$ cat src/hw/sfdp_pkg.sv
// ==========================================================================
// Shared constants for the basic parameter table lookup
package sfdp_pkg;

  // Table placement in the discoverable-parameter space
  localparam logic [7:0]  SFDP_TABLE_BASE   = 8'h30;
  localparam logic [7:0]  SFDP_TABLE_DWORDS = 8'h10;
  localparam logic [7:0]  SFDP_COVERED_LAST = 8'h3F;

  // Byte 30h and 31h fields
  localparam logic [2:0]  SFDP_B30_UNUSED   = 3'h7;
  localparam logic [1:0]  SFDP_B30_SRWRITE  = 2'h0;
  localparam logic        SFDP_B30_BUFBIG   = 1'b1;
  localparam logic [1:0]  SFDP_B30_ERASE4K  = 2'h1;
  localparam logic [7:0]  SFDP_ERASE4K_OP   = 8'h20;

  // Byte 32h and 33h fields
  localparam logic        SFDP_B32_UNUSED    = 1'b1;
  localparam logic        SFDP_QUAD_OUT_SUP  = 1'b1;
  localparam logic        SFDP_QUAD_AD_SUP   = 1'b1;
  localparam logic        SFDP_DUAL_AD_SUP   = 1'b1;
  localparam logic        SFDP_DTR_SUP       = 1'b0;
  localparam logic [1:0]  SFDP_ADDR_BYTES    = 2'h0;
  localparam logic        SFDP_SINGLE_FR_SUP = 1'b1;
  localparam logic [7:0]  SFDP_B33_RSVD      = 8'hFF;

  // Density, zero based, in bits
  localparam logic [31:0] SFDP_DENSITY      = 32'h01FF_FFFF;

  // Fast read timing and opcodes: mode clocks, dummy clocks, opcode
  localparam logic [2:0]  SFDP_QAD_MODE     = 3'h2;
  localparam logic [4:0]  SFDP_QAD_DUMMY    = 5'h04;
  localparam logic [7:0]  SFDP_QAD_OP       = 8'hEB;
  localparam logic [2:0]  SFDP_QO_MODE      = 3'h0;
  localparam logic [4:0]  SFDP_QO_DUMMY     = 5'h08;
  localparam logic [7:0]  SFDP_QO_OP        = 8'h6B;
  localparam logic [2:0]  SFDP_DO_MODE      = 3'h0;
  localparam logic [4:0]  SFDP_DO_DUMMY     = 5'h08;
  localparam logic [7:0]  SFDP_DO_OP        = 8'h3B;
  localparam logic [2:0]  SFDP_DAD_MODE     = 3'h4;
  localparam logic [4:0]  SFDP_DAD_DUMMY    = 5'h00;
  localparam logic [7:0]  SFDP_DAD_OP       = 8'hBB;

  // Register map (byte addresses, AXI4-Lite)
  localparam logic [7:0]  SFDP_REG_ADDR     = 8'h00;
  localparam logic [7:0]  SFDP_REG_DATA     = 8'h04;
  localparam logic [7:0]  SFDP_REG_STATUS   = 8'h08;
  localparam logic [7:0]  SFDP_REG_DWORD    = 8'h0C;
  localparam logic [7:0]  SFDP_ADDR_RESET   = 8'h30;
  localparam logic [1:0]  SFDP_RESP_OKAY    = 2'h0;
  localparam logic [1:0]  SFDP_RESP_SLVERR  = 2'h2;

  // Read channel states
  typedef enum logic [0:0] {
    SFDP_RD_IDLE = 1'b0,
    SFDP_RD_RESP = 1'b1
  } sfdp_rd_state_t;

endpackage

$ cat src/hw/sfdp_basic_param_rom.sv
`timescale 1ns/1ps
// ==========================================================================
// Functional notes
// - Byte 30h returns E5h, 4-KB erase uniform
// - Byte 30h bits 7:5 read all ones
// - Byte 30h bits 4:3 read 00b
// - Byte 30h bit 2 reads one
// - Byte 31h returns erase opcode 20h
// - Byte 32h returns F1h, read modes supported
// - Double-transfer-rate support bit reads zero
// - Address-byte field reads 00b, three-byte only
// - Byte 33h reads FFh, reserved
// - Bytes 34h-37h hold density 01FFFFFFh
// - Byte 38h returns 44h quad addr-data timing
// - Byte 39h returns EBh quad addr-data opcode
// - Byte 3Ah returns 08h quad output timing
// - Byte 3Bh returns 6Bh quad output opcode
// - Byte 3Ch returns 08h dual output timing
// - Byte 3Dh returns 3Bh dual output opcode
// - Byte 3Eh returns 80h dual addr-data timing
// - Byte 3Fh returns BBh dual addr-data opcode
// - Table starts at parameter byte 30h
// - Table length is 10h double words
// ==========================================================================
module sfdp_basic_param_rom
  import sfdp_pkg::*;
(
  input  wire logic        core_clk,      // 25 MHz clock
  input  wire logic        reset_n,       // Synchronous reset, active low
  input  wire logic [7:0]  s_axi_awaddr,  // Write address
  input  wire logic        s_axi_awvalid, // Write address valid
  output logic             s_axi_awready, // Write address ready
  input  wire logic [31:0] s_axi_wdata,   // Write data
  input  wire logic [3:0]  s_axi_wstrb,   // Write byte strobes
  input  wire logic        s_axi_wvalid,  // Write data valid
  output logic             s_axi_wready,  // Write data ready
  output logic [1:0]       s_axi_bresp,   // Write response
  output logic             s_axi_bvalid,  // Write response valid
  input  wire logic        s_axi_bready,  // Write response ready
  input  wire logic [7:0]  s_axi_araddr,  // Read address
  input  wire logic        s_axi_arvalid, // Read address valid
  output logic             s_axi_arready, // Read address ready
  output logic [31:0]      s_axi_rdata,   // Read data
  output logic [1:0]       s_axi_rresp,   // Read response
  output logic             s_axi_rvalid,  // Read data valid
  input  wire logic        s_axi_rready   // Read data ready
);

  // ========================================================================
  // State
  logic [7:0]     ptr_q;      // Byte pointer into parameter space
  logic [7:0]     ptr_d;
  logic           awHeld_q;   // Write address taken, awaiting data
  logic           wHeld_q;    // Write data taken, awaiting address
  logic [7:0]     awAddr_q;
  logic [31:0]    wData_q;
  logic [3:0]     wStrb_q;
  logic           bValid_q;
  logic [1:0]     bResp_q;
  sfdp_rd_state_t rdState_q;
  logic [7:0]     rdAddr_q;
  logic [31:0]    rData_q;
  logic [1:0]     rResp_q;
  logic [2:0]     rdCnt_q;    // Read sequencing step
  logic [31:0]    dwAcc_q;    // Double word being assembled
  logic [7:0]     romData;
  logic           romHit;
  logic [7:0]     romAddr;

  // ========================================================================
  // Address decode helpers
  function automatic logic mapped(input logic [7:0] a);
    mapped = (a == SFDP_REG_ADDR) || (a == SFDP_REG_DATA) ||
             (a == SFDP_REG_STATUS) || (a == SFDP_REG_DWORD);
  endfunction

  // ========================================================================
  // Lookup instance
  sfdp_param_rom u_rom (
    .core_clk   (core_clk),
    .reset_n    (reset_n),
    .byteAddr   (romAddr),
    .byteData_q (romData),
    .inRange_q  (romHit)
  );

  // ========================================================================
  // Write channel handshakes
  wire awTake  = s_axi_awvalid && s_axi_awready;
  wire wTake   = s_axi_wvalid && s_axi_wready;
  wire haveAw  = awHeld_q || awTake;
  wire haveW   = wHeld_q || wTake;
  wire wrFire  = haveAw && haveW && !bValid_q;
  wire [7:0]  wrAddr = awHeld_q ? awAddr_q : s_axi_awaddr;
  wire [31:0] wrData = wHeld_q ? wData_q : s_axi_wdata;
  wire [3:0]  wrStrb = wHeld_q ? wStrb_q : s_axi_wstrb;
  wire wrPtr   = wrFire && (wrAddr == SFDP_REG_ADDR) && wrStrb[0];
  wire wrOk    = (wrAddr == SFDP_REG_ADDR);

  assign s_axi_awready = !awHeld_q && !bValid_q;
  assign s_axi_wready  = !wHeld_q && !bValid_q;
  assign s_axi_bvalid  = bValid_q;
  assign s_axi_bresp   = bResp_q;

  // Pointer is the only writable state; table content has no write path
  assign ptr_d = wrPtr ? wrData[7:0] : ptr_q;

  // Write channel registers
  always_ff @(posedge core_clk) begin
    if (!reset_n) begin
      awHeld_q <= 1'b0;
      wHeld_q  <= 1'b0;
      awAddr_q <= 8'h00;
      wData_q  <= 32'h0000_0000;
      wStrb_q  <= 4'h0;
      bValid_q <= 1'b0;
      bResp_q  <= SFDP_RESP_OKAY;
    end else begin
      if (awTake && !wrFire) begin
        awHeld_q <= 1'b1;
        awAddr_q <= s_axi_awaddr;
      end
      if (wTake && !wrFire) begin
        wHeld_q <= 1'b1;
        wData_q <= s_axi_wdata;
        wStrb_q <= s_axi_wstrb;
      end
      if (wrFire) begin
        awHeld_q <= 1'b0;
        wHeld_q  <= 1'b0;
        bValid_q <= 1'b1;
        bResp_q  <= wrOk ? SFDP_RESP_OKAY : SFDP_RESP_SLVERR;
      end else if (bValid_q && s_axi_bready) begin
        bValid_q <= 1'b0;
      end
    end
  end

  // ========================================================================
  // Read channel: DATA returns one byte and advances the pointer,
  // DWORD returns four ascending bytes packed little-endian.
  wire arTake   = s_axi_arvalid && s_axi_arready;
  wire isData   = (rdAddr_q == SFDP_REG_DATA);
  wire isDword  = (rdAddr_q == SFDP_REG_DWORD);
  wire rdMapped = mapped(rdAddr_q);
  wire [7:0] dwBase = {ptr_q[7:2], 2'b00};

  assign s_axi_arready = (rdState_q == SFDP_RD_IDLE);
  assign s_axi_rvalid  = (rdState_q == SFDP_RD_RESP) && (rdCnt_q == 3'd0);
  assign s_axi_rdata   = rData_q;
  assign s_axi_rresp   = rResp_q;
  // Step 5..2 presents bytes 0..3; registered lookup returns each one step later
  assign romAddr       = isDword ? (dwBase + {5'd0, 3'd5 - rdCnt_q}) : ptr_q;

  // Status word: table base, table length in double words, pointer
  wire [31:0] statusWord = {8'h00, SFDP_TABLE_DWORDS, SFDP_TABLE_BASE, ptr_q};

  // Read channel sequencing
  always_ff @(posedge core_clk) begin
    if (!reset_n) begin
      rdState_q <= SFDP_RD_IDLE;
      rdAddr_q  <= 8'h00;
      rData_q   <= 32'h0000_0000;
      rResp_q   <= SFDP_RESP_OKAY;
      rdCnt_q   <= 3'd0;
      dwAcc_q   <= 32'h0000_0000;
      ptr_q     <= SFDP_ADDR_RESET;
    end else begin
      ptr_q <= ptr_d;
      case (rdState_q)
        SFDP_RD_IDLE: begin
          if (arTake) begin
            rdAddr_q  <= s_axi_araddr;
            rdState_q <= SFDP_RD_RESP;
            rdCnt_q   <= (s_axi_araddr == SFDP_REG_DWORD) ? 3'd5 :
                         (s_axi_araddr == SFDP_REG_DATA) ? 3'd2 : 3'd1;
          end
        end
        SFDP_RD_RESP: begin
          if (rdCnt_q == 3'd1) begin
            rResp_q <= rdMapped ? SFDP_RESP_OKAY : SFDP_RESP_SLVERR;
            if (isData) begin
              rData_q <= {24'h00_0000, romData};
              if (!wrPtr) begin
                ptr_q <= ptr_q + 8'd1;
              end
            end else if (isDword) begin
              rData_q <= {romData, dwAcc_q[31:8]};
            end else if (rdAddr_q == SFDP_REG_ADDR) begin
              rData_q <= {24'h00_0000, ptr_q};
            end else if (rdAddr_q == SFDP_REG_STATUS) begin
              rData_q <= statusWord;
            end else begin
              rData_q <= 32'h0000_0000;
            end
          end else if (isDword && rdCnt_q < 3'd5 && rdCnt_q > 3'd1) begin
            dwAcc_q <= {romData, dwAcc_q[31:8]};
          end
          if (rdCnt_q != 3'd0) begin
            rdCnt_q <= rdCnt_q - 3'd1;
          end else if (s_axi_rready) begin
            rdState_q <= SFDP_RD_IDLE;
          end
        end
        default: rdState_q <= SFDP_RD_IDLE;
      endcase
    end
  end

  // ========================================================================
  // Checks
  rdata_stable_a: assert property (@(posedge core_clk) disable iff (!reset_n)
    (s_axi_rvalid && !s_axi_rready) |=> (s_axi_rvalid && $stable(s_axi_rdata)))
    else $error("read data changed while stalled");

  first_dword_a: assert property (@(posedge core_clk) disable iff (!reset_n)
    (arTake && s_axi_araddr == SFDP_REG_DWORD && ptr_q[7:2] == 6'h0C && !wrFire)
      |-> ##6 (s_axi_rvalid && s_axi_rdata == 32'hFF_F1_20_E5))
    else $error("first table double word wrong");

  density_dword_a: assert property (@(posedge core_clk) disable iff (!reset_n)
    (arTake && s_axi_araddr == SFDP_REG_DWORD && ptr_q[7:2] == 6'h0D && !wrFire)
      |-> ##6 (s_axi_rdata == 32'h01FF_FFFF))
    else $error("density double word wrong");

  quad_dword_a: assert property (@(posedge core_clk) disable iff (!reset_n)
    (arTake && s_axi_araddr == SFDP_REG_DWORD && ptr_q[7:2] == 6'h0E && !wrFire)
      |-> ##6 (s_axi_rdata == 32'h6B_08_EB_44))
    else $error("quad timing double word wrong");

  dual_dword_a: assert property (@(posedge core_clk) disable iff (!reset_n)
    (arTake && s_axi_araddr == SFDP_REG_DWORD && ptr_q[7:2] == 6'h0F && !wrFire)
      |-> ##6 (s_axi_rdata == 32'hBB_80_3B_08))
    else $error("dual timing double word wrong");

  data_advance_a: assert property (@(posedge core_clk) disable iff (!reset_n)
    (arTake && s_axi_araddr == SFDP_REG_DATA) ##1 (!wrPtr) ##1 (!wrPtr)
      |=> (ptr_q == $past(ptr_q, 2) + 8'd1))
    else $error("byte read did not advance pointer");

  status_len_a: assert property (@(posedge core_clk) disable iff (!reset_n)
    (arTake && s_axi_araddr == SFDP_REG_STATUS) |-> ##2 (s_axi_rdata[23:8] == 16'h10_30))
    else $error("status table base or length wrong");

  write_resp_a: assert property (@(posedge core_clk) disable iff (!reset_n)
    wrFire |=> (s_axi_bvalid && (s_axi_bresp == SFDP_RESP_OKAY) == $past(wrOk)))
    else $error("write response wrong");

endmodule

$ cat src/hw/sfdp_param_rom.sv
`timescale 1ns/1ps
// ==========================================================================
// Constant byte lookup of table bytes 30h..3Fh, registered output
module sfdp_param_rom
  import sfdp_pkg::*;
(
  input  wire logic       core_clk,   // Clock
  input  wire logic       reset_n,    // Synchronous reset, active low
  input  wire logic [7:0] byteAddr,   // Absolute parameter byte address
  output logic      [7:0] byteData_q, // Byte at byteAddr, one cycle later
  output logic            inRange_q   // Address fell in 30h..3Fh
);

  logic [7:0] romByte;
  wire        hit = (byteAddr >= SFDP_TABLE_BASE) && (byteAddr <= SFDP_COVERED_LAST);

  // Table content, no write path exists
  always_comb begin
    case (byteAddr[3:0])
      4'h0:    romByte = {SFDP_B30_UNUSED, SFDP_B30_SRWRITE, SFDP_B30_BUFBIG,
                          SFDP_B30_ERASE4K};
      4'h1:    romByte = SFDP_ERASE4K_OP;
      4'h2:    romByte = {SFDP_B32_UNUSED, SFDP_QUAD_OUT_SUP, SFDP_QUAD_AD_SUP,
                          SFDP_DUAL_AD_SUP, SFDP_DTR_SUP, SFDP_ADDR_BYTES,
                          SFDP_SINGLE_FR_SUP};
      4'h3:    romByte = SFDP_B33_RSVD;
      4'h4:    romByte = SFDP_DENSITY[7:0];
      4'h5:    romByte = SFDP_DENSITY[15:8];
      4'h6:    romByte = SFDP_DENSITY[23:16];
      4'h7:    romByte = SFDP_DENSITY[31:24];
      4'h8:    romByte = {SFDP_QAD_MODE, SFDP_QAD_DUMMY};
      4'h9:    romByte = SFDP_QAD_OP;
      4'hA:    romByte = {SFDP_QO_MODE, SFDP_QO_DUMMY};
      4'hB:    romByte = SFDP_QO_OP;
      4'hC:    romByte = {SFDP_DO_MODE, SFDP_DO_DUMMY};
      4'hD:    romByte = SFDP_DO_OP;
      4'hE:    romByte = {SFDP_DAD_MODE, SFDP_DAD_DUMMY};
      4'hF:    romByte = SFDP_DAD_OP;
      default: romByte = 8'h00;
    endcase
  end

  // Output register; outside the covered range reads FFh
  always_ff @(posedge core_clk) begin
    if (!reset_n) begin
      byteData_q <= 8'h00;
      inRange_q  <= 1'b0;
    end else begin
      byteData_q <= hit ? romByte : 8'hFF;
      inRange_q  <= hit;
    end
  end

  // Quad address-data opcode byte 39h holds its fixed value
  qad_opcode_a: assert property (@(posedge core_clk) disable iff (!reset_n)
    (byteAddr == 8'h39) |=> (byteData_q == 8'hEB && inRange_q))
    else $error("quad address-data opcode byte wrong");

endmodule

$ cat config.mk
export PLATFORM = sky130hd
export DESIGN_NAME = sfdp_basic_param_rom
export DESIGN_NICKNAME = d
export VERILOG_FILES = /design/src/hw/sfdp_pkg.sv /design/src/hw/sfdp_basic_param_rom.sv /design/src/hw/sfdp_param_rom.sv
export SDC_FILE = /design/constraint.sdc
export NUM_CORES = 1
export LEC_CHECK = 0
export BUFFER_PORTS_ARGS = -buffer_cell sky130_fd_sc_hd__buf_2
export CORE_MARGIN = 10
export CORE_UTILIZATION = 49
export DETAILED_ROUTE_END_ITERATION = 6
export PLACE_DENSITY = 0.85
export REMOVE_ABC_BUFFERS = 1
export SETUP_SLACK_MARGIN = 0.05
export SLEW_MARGIN = 20
export SYNTH_ARGS = -nofsm -noshare
export SYNTH_HDL_FRONTEND = slang
export SYNTH_SLANG_ARGS = --single-unit
$ cat constraint.sdc
create_clock -name core_clk -period 2.5 [get_ports core_clk]
set_input_delay 0.75 -clock core_clk [delete_from_list [all_inputs] [get_ports core_clk]]
set_output_delay 0.75 -clock core_clk [all_outputs]
set_load 0.02 [all_outputs]
==> metrics.txt, run 1 <==
outcome=completed; final setup fails=0; Placed Instances=748; Max Cap Viol=0; die area=14300 um^2; Hold Crit Class=reg -> reg; drt total wl=11.3 mm; Int Power=2.54 mW; WS Path Type=reg -> reg; register area share after synthesis=43.8%; setup ws final=0.202 ns; post-route minimum period=2.30 ns; dpl hpwl=8.14 mm; Final #Nets=703; Routed Antenna Nets=0; Port Buffers=70; Site Rows=36; Antenna Cells=0; largest net degree at the start of global routing=37; DR vias=4179; worst skew pair latency=0.37 ns; Mapped Cells=560; share of cells above drive strength 1=20.1%; dpl ws=0.125 ns; grt ovf=0; Power, Total=3.41 mW; Top-Level Pins=100; hold buffers post-CTS=0; H-tree depth=3; Layout area overhead=15.9%; non-filler cells in the finished layout=766; Initial DRC Count=334; P_sw=0.873 mW; Pleak=2.36 nW; Via density=5.46; Final Max Slew Viols=0; Final Cell Area=5610 um^2; CP startpoint kind=register; post-place instance area=5350 um^2; Final Cycle Share=91.9%; Logic pwr share=12.2%; TritonCTS Buffers=9; synthesized area=4840 um^2; worst slew pin tran=0.579 ns; Initial Util=50.0%; Core Footprint=9680 um^2; number of global-route vias before repair=4036; dominant synthesized flop cell=dfxtp_1; crit-path max FO=6; sw frac=25.6%; Async SR Flop Fraction=0%; Netlist cell types=57; Clock power frac=35.4%; clock-pin slew on the worst setup and hold paths=0.10 ns; Die X=119 um; syn avg cell area=8.64 um^2; initial antenna violation count=0; Fin. Hold Viols=0; final RePlAce weighted congestion=0.915; Worst slew margin=61.3%; Highest Clock Rate=0.435 GHz; DR WL/cell=14.8 um; gr usage total=16.2%; worst-case clock skew=0.0101 ns; VDD IR max=0.268 mV; CP Capture Type=register; Flop pwr share=52.5%; CTS Buffer Depth=2; first-pass GRT wire length=19.5 mm; CTS tree=done; Detailed Routing Iterations Pass 1=7; Warnings, synthesis=0; height of the die=119 um; Post-synth EDFFs=0; unrepaired setup endpoints after global routing=false; Root Buffer=clkbuf_8; drt drc=0; power per cell area=608 nW/um^2; Critical Path RT=2.76 ns; Filler cells=842; Yosys reg bits=106; Arr. time, crit path=2.56 ns; clk sinks=106
registers in the layout, summed over array words and instances (netlist names):
signal,count
s_axi_rdata,32
dwAcc_q,24
awAddr_q,8
ptr_q,8
rdAddr_q,8
u_rom.byteData_q,8
wData_q,8
rdCnt_q,3
awHeld_q,1
rdState_q,1
s_axi_bresp,1
s_axi_bvalid,1
s_axi_rresp,1
wHeld_q,1
wStrb_q,1
cells in the final DEF (no fill, tap or decap), types with 3 or more instances in the layout:
| cell type | count |
|---|---|
| a21oi_1 | 58 |
| mux2i_1 | 37 |
| dfxtp_1 | 105 |
| mux2_2 | 4 |
| nand3_1 | 11 |
| a211oi_1 | 6 |
| ha_1 | 15 |
| buf_4 | 22 |
| o21ai_0 | 4 |
| buf_2 | 70 |
| o21a_1 | 8 |
| and3_1 | 3 |
| clkbuf_8 | 11 |
| nor4_1 | 4 |
| nand2_1 | 81 |
| inv_1 | 13 |
| nand2b_1 | 5 |
| xnor2_1 | 4 |
| nor2_1 | 72 |
| xor2_1 | 3 |
| a22oi_1 | 29 |
| nor3_1 | 10 |
| o211ai_1 | 6 |
| nand3b_1 | 5 |
final cells by class:
class                      instances  area, um^2  share of cell area [%]
tap                              133         166                    2.97
timing repair buffer              93         536                    9.55
clock buffer                      11         151                    2.70
sequential                       106        2120                    37.9
inverter                          15        56.3                    1.00
multi-input combinational        403        2490                    44.4
clock inverter                     5        85.1                    1.52
synth_stat cells, drive strengths merged (2+ instances only):
| library cell | instances | area, um^2 |
|---|---|---|
| mux2 | 4 | 45.0 |
| nand3 | 11 | 55.1 |
| nand2 | 82 | 310 |
| nor2b | 2 | 12.5 |
| nor3 | 11 | 66.3 |
| a211oi | 7 | 57.6 |
| nor4 | 5 | 46.3 |
| o21ai | 6 | 33.8 |
| and3 | 3 | 18.8 |
| inv | 14 | 52.6 |
| o21a | 8 | 60.1 |
| nand2b | 5 | 31.3 |
| ha | 16 | 200 |
| o211a | 2 | 20.0 |
| nor2 | 72 | 270 |
| a22oi | 29 | 218 |
| xnor2 | 4 | 35.0 |
| a31o | 2 | 17.5 |
| and3b | 2 | 17.5 |
| mux2i | 38 | 393 |
| dfxtp | 106 | 2120 |
| a21oi | 59 | 295 |
| o211ai | 6 | 45.0 |
| xor2 | 3 | 26.3 |
| clkbuf | 19 | 71.3 |
| nand3b | 5 | 37.5 |
| buf | 18 | 110 |
| o311ai | 2 | 17.5 |
critical path: stages, from the launching register on:
cell      delay, ns
dfxtp_1        0.34
inv_1          0.08
ha_1           0.27
inv_1          0.04
ha_1           0.20
ha_1           0.22
o31ai_1        0.26
a32o_1         0.35
o311ai_1       0.20
o21a_1         0.23
logic make-up (layout without fill, tap and decap cells):
kind of cell	count (synthesis)	count (layout)	share of synthesized area, %
adder cells (fa/ha/maj)	16	16	4.14
XOR/XNOR	7	7	1.27
AO/OA/AOI/OAI	131	131	17.6
multiplexers	42	42	9.05
AND/OR/NAND/NOR	205	205	19.1
other	1	2	0.0775
flip-flops	106	106	43.8
buffers and inverters	52	124	4.91
routing by layer:
metal  routed length, um  up-vias  GRT usage [%]
li1                    -     2084              -
met1                4790     1927           20.0
met2                5530      142           26.8
met3                 740       26           3.50
met4                 269        0           6.64
met5                   0        -              0
power groups by stage:
| stage | registers (mW) | clock network, mW | logic [mW] |
|---|---|---|---|
| 6_report | 1.79 | 1.20 | 0.415 |
| 2_1_floorplan | 1.83 | 0 | 0.253 |
| 5_1_grt | 1.80 | 1.30 | 0.467 |
| 3_5_place_dp | 1.83 | 0 | 0.411 |
| 3_3_place_gp | 1.82 | 0 | 0.395 |
| 4_1_cts | 1.79 | 1.23 | 0.413 |
metrics by stage:
step / util [%] / TNS, ns / hold slack (ns)
after floorplan: - / -4.42 / 0.432
after global placement: 55.2 / 0 / 0.438
after detailed placement: 55.2 / 0 / 0.445
after CTS: 57.7 / 0 / 0.459
after global routing: 57.9 / 0 / 0.474
final: 57.9 / 0 / 0.458
path summary, 6_finish.rpt:
path	start	endpoint	slack, ns	cells past startpoint
worst max-delay path	rdCnt_q[2]$_SDFFE_PN0P_	u_rom.byteData_q[1]$_SDFF_PN0_	0.20	9
worst min-delay path	s_axi_rdata[13]$_SDFFE_PN0P_	s_axi_rdata[13]$_SDFFE_PN0P_	0.46	2
worst max register to register	rdCnt_q[2]$_SDFFE_PN0P_	u_rom.byteData_q[1]$_SDFF_PN0_	0.20	9
worst min register to register	s_axi_rdata[13]$_SDFFE_PN0P_	s_axi_rdata[13]$_SDFFE_PN0P_	0.46	2
what timing repair did:
action | 4_1_cts | 5_1_grt
setup buffers | 0 | 2
setup endpoints to repair | 0 | 7
gates resized for setup | 0 | 6
Note: power is estimated with default switching activity, not from simulation.
==> run 2: changes to the inputs <==
- CORE_UTILIZATION: 49 -> 55
- PLACE_DENSITY: 0.85 -> 0.9
- clock period: 2.5 -> 2.6 ns (I/O delays scaled with it)
==> run 2 against run 1 <==
- register-to-register slack better by 0.04 ns
- clock skew is 0.0052 ns higher
- critical path depth is 5 lower
- combinational power is 5.3% lower
- clock power hardly changed
- die area is 9.1% lower
- first-iteration DRC count is 16% lower
==> metrics.txt, run 2 (synthesized netlist as in run 1, its figures left out) <==
CTS Buffer Depth=2 (unchanged); H-tree depth=3 (unchanged); Top-Level Pins=100 (unchanged); dpl ws=0.204 ns (was 0.125 ns); number of global-route vias before repair=4205 (was 4036); worst skew pair latency=0.36 ns (was 0.37 ns); Final Cell Area=5540 um^2 (was 5610 um^2); outcome=completed (unchanged); hold slack final=0.460 ns (was 0.458 ns); unrepaired setup endpoints after global routing=false (unchanged); worst-case clock skew=0.0153 ns (was 0.0101 ns); WS Path Type=reg -> out (was reg -> reg); Highest Clock Rate=0.421 GHz; Pleak=2.35 nW (was 2.36 nW); Root Buffer=clkbuf_8 (unchanged); Die X=114 um (was 119 um); Site Rows=34 (was 36); Hold Crit Class=reg -> reg (unchanged); Min-Delay Endpoint=s_axi_rdata[12]$_SDFFE_PN0P_ (was s_axi_rdata[13]$_SDFFE_PN0P_); reg-to-reg endpoint=u_rom.byteData_q[4]$_SDFF_PN0_ (was u_rom.byteData_q[1]$_SDFF_PN0_); final RePlAce weighted congestion=0.884 (was 0.915); setup ws final=0.227 ns (was 0.202 ns); worst slew pin tran=0.817 ns (was 0.579 ns); Antenna Cells=0 (unchanged); gr usage total=17.8% (was 16.2%); Critical Path RT=1.82 ns (was 2.76 ns); Layout area overhead=14.5% (was 15.9%); CP Capture Type=primary output (was register); DR WL/cell=15.5 um (was 14.8 um); largest net degree at the start of global routing=35 (was 37); commonest non-fill, non-tap cells in the layout=106 x dfxtp_1, 81 x nand2_1, 72 x nor2_1 (was 105 x dfxtp_1, 81 x nand2_1, 72 x nor2_1); crit-path max FO=7 (was 6); Initial DRC Count=281 (was 334); R2R depth=11 (was 9); post-place instance area=5290 um^2 (was 5350 um^2); VDD IR max=0.343 mV (was 0.268 mV); hold path startpoint=s_axi_rdata[12]$_SDFFE_PN0P_ (was s_axi_rdata[13]$_SDFFE_PN0P_); height of the die=114 um (was 119 um); Initial Util=56.0% (was 50.0%); TritonCTS Buffers=9 (unchanged); Final Max Slew Viols=0 (unchanged); Detailed Routing Iterations Pass 1=5 (was 7); power per cell area=604 nW/um^2 (was 608 nW/um^2); first-pass GRT wire length=19.5 mm (about the same); reg-to-reg slack, setup=0.24 ns (was 0.20 ns); post-route minimum period=2.37 ns; initial antenna violation count=0 (unchanged); Port Buffers=70 (unchanged); max reg flops=32 (unchanged); clock-pin slew on the worst setup and hold paths=0.10 ns (about the same); Core Footprint=8640 um^2 (was 9680 um^2); die area=13000 um^2 (was 14300 um^2); most common cell after layout, fill and taps aside=dfxtp_1 (unchanged); CTS tree=done (unchanged); DR vias=4164 (was 4179); dpl hpwl=8.10 mm (was 8.14 mm); grt ovf=0 (unchanged); worst setup path startpoint=rdCnt_q[0]$_SDFFE_PN0P_ (was rdCnt_q[2]$_SDFFE_PN0P_); Worst slew margin=45.6% (was 61.3%); Max Cap Viol=0 (unchanged); Fin. Hold Viols=0 (unchanged); Via density=5.65 (was 5.46); drt drc=0 (unchanged); Routed Antenna Nets=0 (unchanged); clk sinks=106 (unchanged); Arr. time, crit path=1.59 ns (was 2.56 ns); worst hold stages=2 (unchanged); Reg-to-Reg Start=rdAddr_q[6]$_SDFFE_PN0P_ (was rdCnt_q[2]$_SDFFE_PN0P_); Final #Nets=699 (was 703); Final Cycle Share=91.3%; setup bufs post-CTS=0 (unchanged); final setup TNS=0 ns (unchanged); CP startpoint kind=register (unchanged); final setup fails=0 (unchanged); drt total wl=11.4 mm (was 11.3 mm); share of cells above drive strength 1=19.1% (was 20.1%)
-- run 2: cell types whose count changed in the layout (fill, tap and decap cells not counted), sizes merged --
cell,before,now
buf,93,89
bufinv,2,3
clkbuf,11,10
-- run 2: cell type report --
cell class / count / area (um^2)
Multi-Input combinational cell: 403 / 2480
Clock inverter: 6 / 111
Clock buffer: 10 / 138
Fill cell: 722 / 3100
Tap cell: 108 / 135
Timing Repair Buffer: 89 / 493
Sequential cell: 106 / 2120
Inverter: 15 / 56.3
-- run 2: worst max-delay path by stage --
stage	to	slack, ns	cells after the start
after floorplan	u_rom.byteData_q[3]$_SDFF_PN0_	-0.17	2
after global placement	u_rom.byteData_q[1]$_SDFF_PN0_	0.26	9
after detailed placement	u_rom.byteData_q[1]$_SDFF_PN0_	0.20	9
after CTS	u_rom.byteData_q[1]$_SDFF_PN0_	0.16	9
after global routing	u_rom.byteData_q[1]$_SDFF_PN0_	0.06	9
final	s_axi_rvalid	0.23	4
-- run 2: timing repair --
action                     in CTS  in global routing
gates resized for setup         0                  1
hold buffers                    0                  0
setup endpoints to repair       0                  4
-- run 2: layer usage --
layer | track usage (%) | wire (um) | up-vias
met3 | 3.99 | 650 | 13
met5 | 0 | 0 | -
met4 | 7.35 | 172 | 0
met1 | 20.6 | 4920 | 1967
li1 | - | - | 2071
met2 | 30.9 | 5660 | 113
-- run 2: worst max-delay path, cell delays in order (launching register included) --
cell and delay (ns):
dfxtp_1 0.48, inv_1 0.15, ha_1 0.25, and3b_1 0.20, buf_2 0.16
-- run 2: power by group --
part / total (mW) / switching, mW / internal [mW] / leakage (nW)
Clock: 1.23 / 0.561 / 0.668 / 0.123
Combinational: 0.393 / 0.233 / 0.160 / 1.37
Sequential: 1.72 / 0.0507 / 1.67 / 0.860
-- run 2: per-stage QoR --
stage	std cells	total power [mW]	utilization [%]
finish	737	3.35	64.2
detailed placement	721	2.15	61.3
global placement	721	2.13	61.3
CTS	737	3.36	64.1
global route	737	3.49	64.2
floorplan	524	2.01	-
